$ cat src/logic/ums_pkg.sv
package ums_pkg;

    // ------------------------------------------------------------
    // register byte addresses on the apb bus
    // ------------------------------------------------------------
    localparam logic [7:0] ADDR_MODEM_STATUS = 8'h00; // read: status, write: delay
    localparam logic [7:0] ADDR_SCRATCH = 8'h04;
    localparam logic [7:0] ADDR_FEATURE = 8'h08;
    localparam logic [7:0] ADDR_CONTROL = 8'h0c;

    // ------------------------------------------------------------
    // reset values and field positions
    // ------------------------------------------------------------
    localparam logic [7:0] SCRATCH_RESET = 8'hff;
    localparam logic [7:0] FEATURE_RESET = 8'h00;
    localparam logic [8:0] CONTROL_RESET = 9'h000;
    localparam logic [3:0] DELAY_RESET = 4'h0;
    localparam int DELAY_LSB = 4;
    localparam int FC_IR_INV = 4;
    localparam int FC_RS485 = 5;
    localparam int FC_TABLE_LSB = 6;
    localparam logic [1:0] TABLE_D = 2'h3;
    localparam int CT_DTR = 0;
    localparam int CT_RTS = 1;
    localparam int CT_SEL_DTR = 2;
    localparam int CT_OUT2 = 3;
    localparam int CT_LOOP = 4;
    localparam int CT_MSI_EN = 5;
    localparam int CT_ENH_EN = 6;
    localparam int CT_AUTO_CTS = 7;
    localparam int CT_AUTO_RTS = 8;

    // ------------------------------------------------------------
    // types
    // ------------------------------------------------------------
    typedef struct packed {
        logic cd_n;
        logic ri_n;
        logic dsr_n;
        logic cts_n;
    } ums_modem_type;

    typedef enum logic [1:0] {
        DIR_IDLE = 2'b00,
        DIR_SEND = 2'b01,
        DIR_HOLD = 2'b11
    } ums_dir_type;

    // hysteresis in characters for each select code
    function automatic logic [5:0] ums_hyst(input logic [3:0] code);
        logic [5:0] h;
        h = 6'h00;
        case (code)
            4'h1: h = 6'h04;
            4'h2: h = 6'h06;
            4'h3: h = 6'h08;
            4'h4: h = 6'h08;
            4'h5: h = 6'h10;
            4'h6: h = 6'h18;
            4'h7: h = 6'h20;
            4'h8: h = 6'h28;
            4'h9: h = 6'h2c;
            4'ha: h = 6'h30;
            4'hb: h = 6'h34;
            4'hc: h = 6'h0c;
            4'hd: h = 6'h14;
            4'he: h = 6'h1c;
            4'hf: h = 6'h24;
            default: h = 6'h00;
        endcase
        return h;
    endfunction

endpackage

$ cat src/logic/ums_modem_feature.sv
`timescale 1ns/1ps
// What this block does
// clear-to-send change flag sets on any level change since last status read.
// data-set-ready change flag sets on any level change since last status read.
// ring change flag sets only when ring pin rises, ending ringing.
// carrier-detect change flag sets on any level change since last read.
// modem interrupt when any change flag set and its enable is set.
// auto clear-to-send halts transmitter after current character while cts pin, or dsr pin with control bit 2 set, is high.
// clear-to-send status is inverted pin, or request-to-send bit in loopback.
// data-set-ready status is inverted pin, or terminal-ready bit in loopback.
// ring status is inverted pin, or control bit 2 in loopback.
// carrier status is inverted pin, or control bit 3 in loopback.
// upper four status-address write bits set 0..15 bit-time turnaround delay.
// turnaround delay writes accepted only while enhanced enable is set.
// eight-bit read/write scratch register, reset to all ones.
// hysteresis applies only with trigger table D selected.
// hysteresis codes map to fixed plus/minus character counts.
// hysteresis field resets to zero, next trigger level used.
// infrared receive polarity bit selects normal or inverted receive input.
// with rs485 off, transmit interrupt follows holding register empty.
// with rs485 on, direction output falls after last stop bit leaves.
// with rs485 on, direction output rises when a byte is loaded.
// with rs485 on, transmit interrupt follows shift register empty.
// tables A-C switch flow control one trigger level above and below.
// low four status bits set when the matching input changes, the ring bit only on a pin rise.
// loopback enabled by control bit 4, off after reset.
// reading modem status clears all four change flags.
module ums_modem_feature
    import ums_pkg::*;
#(
    parameter int LEVEL_W = 7 // fifo level width, 0..64 must fit
) (
    input wire logic I_SYS_CLK, // 20 MHz clock
    input wire logic I_RESET, // synchronous, active high
    input wire logic I_PSEL, // apb select
    input wire logic I_PENABLE, // apb access phase
    input wire logic I_PWRITE, // apb direction
    input wire logic [7:0] I_PADDR, // apb byte address
    input wire logic [31:0] I_PWDATA, // apb write data
    output logic [31:0] O_PRDATA, // apb read data
    output logic O_PREADY, // apb ready
    output logic O_PSLVERR, // apb unmapped address
    input wire ums_modem_type I_MODEM_N, // modem pins, active low
    input wire logic I_RX, // serial receive pin
    input wire logic I_CHAR_IDLE, // transmitter between characters
    input wire logic I_THR_LOAD, // pulse: byte into holding reg or fifo
    input wire logic I_LAST_STOP, // pulse: last stop bit left shift reg
    input wire logic I_BIT_TICK, // pulse: one bit time elapsed
    input wire logic I_THR_EMPTY, // holding register or fifo empty
    input wire logic I_TSR_EMPTY, // shift register and fifo empty
    input wire logic [LEVEL_W-1:0] I_RX_LEVEL, // receive fifo fill
    input wire logic [LEVEL_W-1:0] I_RX_TRIG, // receive trigger level
    input wire logic [LEVEL_W-1:0] I_TRIG_UP, // next table level above
    input wire logic [LEVEL_W-1:0] I_TRIG_DN, // next table level below
    output logic O_MSI_IRQ, // modem status interrupt
    output logic O_TX_IRQ_SRC, // transmitter interrupt source
    output logic O_TX_HALT, // stop transmitter at char boundary
    output logic O_RTS_N, // rts pin / rs485 direction
    output logic O_DTR_N, // dtr pin
    output logic O_RX_IR, // receive data to infrared decoder
    output logic [1:0] O_TABLE_SEL // trigger table a..d
);

    // ------------------------------------------------------------
    // elaboration check
    // ------------------------------------------------------------
    if (LEVEL_W < 7 || LEVEL_W > 16) begin : g_bad_width
        $error("LEVEL_W must be 7..16");
    end

    // ------------------------------------------------------------
    // registers and apb slave
    // ------------------------------------------------------------
    logic [7:0] scratch;
    logic [7:0] feature;
    logic [8:0] control;
    logic [3:0] delay;
    logic [3:0] delta;
    logic [3:0] status;
    logic [3:0] status_q;
    logic setup_ph;
    logic acc_ph;
    logic wr_en;
    logic status_rd;
    logic [7:0] next_rdata;
    logic mapped;

    assign setup_ph = I_PSEL & ~I_PENABLE;
    assign acc_ph = I_PSEL & I_PENABLE & O_PREADY;
    assign wr_en = acc_ph & I_PWRITE & ~O_PSLVERR;
    assign status_rd = acc_ph & ~I_PWRITE & (I_PADDR == ADDR_MODEM_STATUS);

    always_comb begin
        next_rdata = 8'h00;
        mapped = 1'b1;
        if (I_PADDR == ADDR_MODEM_STATUS) begin
            next_rdata = {status, delta};
        end else if (I_PADDR == ADDR_SCRATCH) begin
            next_rdata = scratch;
        end else if (I_PADDR == ADDR_FEATURE) begin
            next_rdata = feature;
        end else if (I_PADDR == ADDR_CONTROL) begin
            next_rdata = control[7:0];
        end else begin
            mapped = 1'b0;
        end
    end

    // one wait-free access phase: ready rises on the setup edge
    always_ff @(posedge I_SYS_CLK) begin
        if (I_RESET) begin
            O_PREADY <= 1'b0;
            O_PSLVERR <= 1'b0;
            O_PRDATA <= 32'h0000_0000;
        end else begin
            O_PREADY <= setup_ph;
            O_PSLVERR <= setup_ph & ~mapped;
            if (setup_ph && !I_PWRITE) begin
                O_PRDATA <= {24'h00_0000, next_rdata};
            end
        end
    end

    always_ff @(posedge I_SYS_CLK) begin
        if (I_RESET) begin
            scratch <= SCRATCH_RESET;
            feature <= FEATURE_RESET;
            control <= CONTROL_RESET;
            delay <= DELAY_RESET;
        end else if (wr_en) begin
            if (I_PADDR == ADDR_MODEM_STATUS && control[CT_ENH_EN]) begin
                delay <= I_PWDATA[DELAY_LSB +: 4];
            end else if (I_PADDR == ADDR_SCRATCH) begin
                scratch <= I_PWDATA[7:0];
            end else if (I_PADDR == ADDR_FEATURE) begin
                feature <= I_PWDATA[7:0];
            end else if (I_PADDR == ADDR_CONTROL) begin
                control <= I_PWDATA[8:0];
            end
        end
    end

    // ------------------------------------------------------------
    // modem status and change flags
    // ------------------------------------------------------------
    always_comb begin
        if (control[CT_LOOP]) begin
            status = {control[CT_OUT2], control[CT_SEL_DTR],
                      control[CT_DTR], control[CT_RTS]};
        end else begin
            status = ~{I_MODEM_N.cd_n, I_MODEM_N.ri_n,
                       I_MODEM_N.dsr_n, I_MODEM_N.cts_n};
        end
    end

    logic [3:0] change;
    // ring flag only when the pin rises, i.e. status bit falls
    assign change = {status[3] ^ status_q[3], status_q[2] & ~status[2],
                     status[1] ^ status_q[1], status[0] ^ status_q[0]};

    // a change in the read cycle survives the read-clear
    always_ff @(posedge I_SYS_CLK) begin
        if (I_RESET) begin
            status_q <= 4'h0;
            delta <= 4'h0;
        end else begin
            status_q <= status;
            delta <= (delta & ~{4{status_rd}}) | change;
        end
    end

    always_ff @(posedge I_SYS_CLK) begin
        if (I_RESET) begin
            O_MSI_IRQ <= 1'b0;
        end else begin
            O_MSI_IRQ <= control[CT_MSI_EN] & (|delta);
        end
    end

    // ------------------------------------------------------------
    // auto cts flow control
    // ------------------------------------------------------------
    logic halt_pin;
    assign halt_pin = control[CT_SEL_DTR] ? I_MODEM_N.dsr_n : I_MODEM_N.cts_n;

    // only updated between characters so a running one always finishes
    always_ff @(posedge I_SYS_CLK) begin
        if (I_RESET) begin
            O_TX_HALT <= 1'b0;
        end else if (I_CHAR_IDLE) begin
            O_TX_HALT <= control[CT_AUTO_CTS] & halt_pin;
        end
    end

    // ------------------------------------------------------------
    // receive flow control thresholds
    // ------------------------------------------------------------
    logic [LEVEL_W:0] upper;
    logic [LEVEL_W:0] lower;
    logic [LEVEL_W:0] hyst;
    logic table_d;
    logic flow_n;

    assign table_d = feature[FC_TABLE_LSB +: 2] == TABLE_D;
    assign hyst = (LEVEL_W + 1)'(ums_hyst(feature[3:0]));

    always_comb begin
        if (table_d && hyst != '0) begin
            upper = {1'b0, I_RX_TRIG} + hyst;
            lower = ({1'b0, I_RX_TRIG} > hyst) ? {1'b0, I_RX_TRIG} - hyst : '0;
        end else begin
            upper = {1'b0, I_TRIG_UP};
            lower = {1'b0, I_TRIG_DN};
        end
    end

    always_ff @(posedge I_SYS_CLK) begin
        if (I_RESET) begin
            flow_n <= 1'b0;
        end else if ({1'b0, I_RX_LEVEL} >= upper) begin
            flow_n <= 1'b1;
        end else if ({1'b0, I_RX_LEVEL} < lower) begin
            flow_n <= 1'b0;
        end
    end

    // ------------------------------------------------------------
    // rs485 direction control
    // ------------------------------------------------------------
    ums_dir_type dir_state;
    logic [3:0] hold_cnt;

    always_ff @(posedge I_SYS_CLK) begin
        if (I_RESET || !feature[FC_RS485]) begin
            dir_state <= DIR_IDLE;
            hold_cnt <= 4'h0;
        end else begin
            case (dir_state)
                DIR_IDLE: begin
                    if (I_THR_LOAD) begin
                        dir_state <= DIR_SEND;
                    end
                end
                DIR_SEND: begin
                    if (I_LAST_STOP && !I_THR_LOAD) begin
                        hold_cnt <= delay;
                        dir_state <= (delay == 4'h0) ? DIR_IDLE : DIR_HOLD;
                    end
                end
                DIR_HOLD: begin
                    if (I_THR_LOAD) begin
                        dir_state <= DIR_SEND;
                    end else if (I_BIT_TICK) begin
                        hold_cnt <= hold_cnt - 4'h1;
                        if (hold_cnt == 4'h1) begin
                            dir_state <= DIR_IDLE;
                        end
                    end
                end
                default: begin
                    dir_state <= DIR_IDLE;
                end
            endcase
        end
    end

    // ------------------------------------------------------------
    // pin and status outputs
    // ------------------------------------------------------------
    logic rts_flow;
    assign rts_flow = control[CT_AUTO_RTS] & ~control[CT_SEL_DTR];

    always_ff @(posedge I_SYS_CLK) begin
        if (I_RESET) begin
            O_RTS_N <= 1'b1;
            O_DTR_N <= 1'b1;
            O_TX_IRQ_SRC <= 1'b0;
            O_RX_IR <= 1'b0;
            O_TABLE_SEL <= 2'h0;
        end else begin
            if (feature[FC_RS485]) begin
                O_RTS_N <= (dir_state != DIR_IDLE) | I_THR_LOAD;
                O_TX_IRQ_SRC <= I_TSR_EMPTY;
            end else begin
                O_RTS_N <= rts_flow ? (flow_n | ~control[CT_RTS]) : ~control[CT_RTS];
                O_TX_IRQ_SRC <= I_THR_EMPTY;
            end
            if (control[CT_AUTO_RTS] && control[CT_SEL_DTR]) begin
                O_DTR_N <= flow_n | ~control[CT_DTR];
            end else begin
                O_DTR_N <= ~control[CT_DTR];
            end
            O_RX_IR <= I_RX ^ feature[FC_IR_INV];
            O_TABLE_SEL <= feature[FC_TABLE_LSB +: 2];
        end
    end
endmodule // ums_modem_feature

$ cat config.mk
export PLATFORM = sky130hd
export DESIGN_NAME = ums_modem_feature
export DESIGN_NICKNAME = d
export VERILOG_FILES = /design/src/logic/ums_pkg.sv /design/src/logic/ums_modem_feature.sv
export SDC_FILE = /design/constraint.sdc
export NUM_CORES = 1
export LEC_CHECK = 0
export BUFFER_PORTS_ARGS = -buffer_cell sky130_fd_sc_hd__buf_4
export CORE_MARGIN = 4
export CORE_UTILIZATION = 40
export DETAILED_ROUTE_END_ITERATION = 8
export SLEW_MARGIN = 20
export SYNTH_ARGS = -nofsm -noshare
export SYNTH_HDL_FRONTEND = slang
export SYNTH_SLANG_ARGS = --single-unit
$ cat constraint.sdc
create_clock -name I_SYS_CLK -period 4.9 [get_ports I_SYS_CLK]
set_clock_uncertainty 0.15 [all_clocks]
set_input_delay 0.735 -clock I_SYS_CLK [delete_from_list [all_inputs] [get_ports I_SYS_CLK]]
set_output_delay 0.735 -clock I_SYS_CLK [all_outputs]
set_load 0.05 [all_outputs]
==> reports/qor.yml <==
synth:
  synth_seq_cells: 67
  synth.cell_area_mm2: 0.00410
  synth_commonest_cells: "67 x dfxtp_1, 60 x nor2_1, 32 x mux2i_1"
  synthCells: 459
  synth-edff-count: 0
  avgSynthCellArea_um2: 8.92
  ys.flop_type: "dfxtp_1"
  async_flop_share_pct: 0
  synth.largest_area_cell: "dfxtp_1"
  synthTopCellsByArea: "dfxtp_1 33%, ha_1 7.9%, mux2i_1 7.8%"
  yosys.cell_types.count: 69
  synth-warning-count: 0
  yosys.area.top_type_share_pct: 32.7
  synth.most_common_cell: "dfxtp_1"
  synth-seq-area-share_pct: 32.7
power:
  p_leak_nw: 2.09
  ir_drop_mv: 0.151
  powerDensity_mw_per_mm2: 236
routing:
  wire_per_inst_um: 14.7
  vias: 3395
  detail-route-antenna-nets: 0
  viasPerCell: 5.11
  drt_iter0_drc: 194
  routed_wl_um: 9760
  first_pass_iters: 4
  post-route-drc-count: 0
timing:
  rsz0062_at_grt: "false"
  relSlewSlack_pct: 52.3
  slew_violations: 0
  fin_ws_ps: 1520
  tns_ps: 0
  setup_violations: 0
  tightest_slew_ps: 716
  hold_viol_final: 0
  period_needed_ps: 3380
  max_freq_mhz: 296
  post-route-period-util_pct: 69.0
die:
  core_mm2: 0.00986
  die_h_um: 109
  start_util_pct: 41.5
  dieArea_mm2: 0.0119
  die_x_um: 109
  io_pins: 126
  core.rowCount: 36
worst_setup_path:
  start_kind: "input pin"
  path_class: "input pin to flop"
  critPathMaxFanout: 11
  r2r-start: "hyst[5]"
  cp.arrival_ps: 3440
  required_ps: 4960
  cp-end-kind: "flop"
  startpoint: "I_RX_TRIG[5]"
clocking:
  cts-htree-levels: 3
  clk_latency_ps: 340
  clk_pin_slew_ps: 70
  cts_resized: 0
  cts_tree: "done"
  cts.sinks: 67
  cts_setup_buffers: 0
  cts_buffers: 9
  clockBufferDepth: 2
  ctsHoldBuffers: 0
  cts_root_buf: "clkbuf_8"
layout:
  post-route-cell-area_mm2: 0.00479
  fin_util_pct: 48.6
  nets: 640
  synthToLayoutAreaGrowth_pct: 17.0
  diodes: 0
  layout-drive-gt1-share_pct: 20.3
worst_hold_path:
  hp-start: "O_PRDATA[6]"
  min_path_type: "flop to flop"
global_routing:
  grt_usage_pct: 16.9
  antenna_found_initial: 0
  grt_max_degree: 73
  grt_pass1_vias: 3305
  grt_remaining_overflow: 0
  grt_pass1_wl_um: 15800
job:
  drv_cap: 0
place:
  dp_hpwl_um: 7520
  gp_congestion: 0.846
  io_buffers: 78
  place_ws_ps: 1220
  place_area_mm2: 0.00463
outcome:
  outcome: "completed"
where the power goes:
group          internal, mW  total, mW  switching (mW)
Sequential            0.552      0.556         0.00449
Clock                 0.195      0.391           0.196
Combinational        0.0724      0.186           0.113
metrics by stage:
stage / total power, mW / cells / hold slack, ps
after global routing: 1.19 / 665 / 353
after CTS: 1.15 / 665 / 315
after detailed placement: 0.753 / 650 / 300
after global placement: 0.751 / 650 / 295
after floorplan: 0.704 / 482 / 293
final: 1.13 / 665 / 313
worst paths after layout:
kind	endpoint	slack (ps)	cells after the start
worst min-delay path	O_PRDATA[6]	310	2
worst min register to register	O_PRDATA[6]	310	2
worst max-delay path	flow_n	1520	13
worst max register to register	flow_n	1570	13
worst max-delay path, stage by stage:
cell and delay, ps:
buf_4 120, ha_1 440, a211oi_1 320, nand2_1 110
o21ai_0 330, nor2b_1 130, a22oi_1 230, ha_1 290
a21o_1 180, nand3_1 80, a21oi_1 70, a311oi_1 290
o22ai_1 110
sequential cells by signal (all words and copies together) (netlist names), 4 cells and up:
name and count:
status_q 4, hold_cnt 4, delay 4, hyst 5, control 9, O_PRDATA 8, scratch 8, delta 4
feature 8
cells by family after synthesis:
logic type / share of synthesized area [%]
fa+ha+maj: 8.92
simple gates: 20.1
mux: 13.3
buf+inv: 9.65
compound gates: 13.7
xor+xnor: 1.50
flops: 32.7
other cells: 0.0915
layer usage:
layer  global-route usage (%)  share of wire [%]  vias up
met5                        0                  0        -
met1                     22.3                 45     1575
met3                     2.37                6.2       12
met4                     7.12                1.4        0
met2                     27.7                 47       99
li1                         -                  -     1709
cell usage in the layout, fill, tap and decap left out, types with 4 or more instances in the layout:
cell type | Yosys | layout
buf_4 | 25 | 78
dfxtp_1 | 67 | 67
nor2_1 | 60 | 60
mux2i_1 | 32 | 32
a21oi_1 | 31 | 31
ha_1 | 26 | 26
inv_1 | 24 | 24
conb_1 | 1 | 24
nand2_1 | 19 | 19
nor3_1 | 17 | 17
o21ai_0 | 16 | 16
nor2b_1 | 14 | 14
a22oi_1 | 13 | 13
clkbuf_8 | 1 | 10
nand3_1 | 9 | 9
nand2b_1 | 7 | 7
nor4_1 | 5 | 5
mux4_1 | 5 | 5
xor2_1 | 4 | 4
nor3b_1 | 4 | 4
layout make-up:
type,instances,area [um2]
fillers,940,5070
multi-input cells,348,2450
flip-flops and latches,67,1340
repair buffers,78,586
well taps,133,166
clock buffers,13,149
inverters,24,90.1
clock inverters,2,12.5
Power figures use the tool's default switching activity.
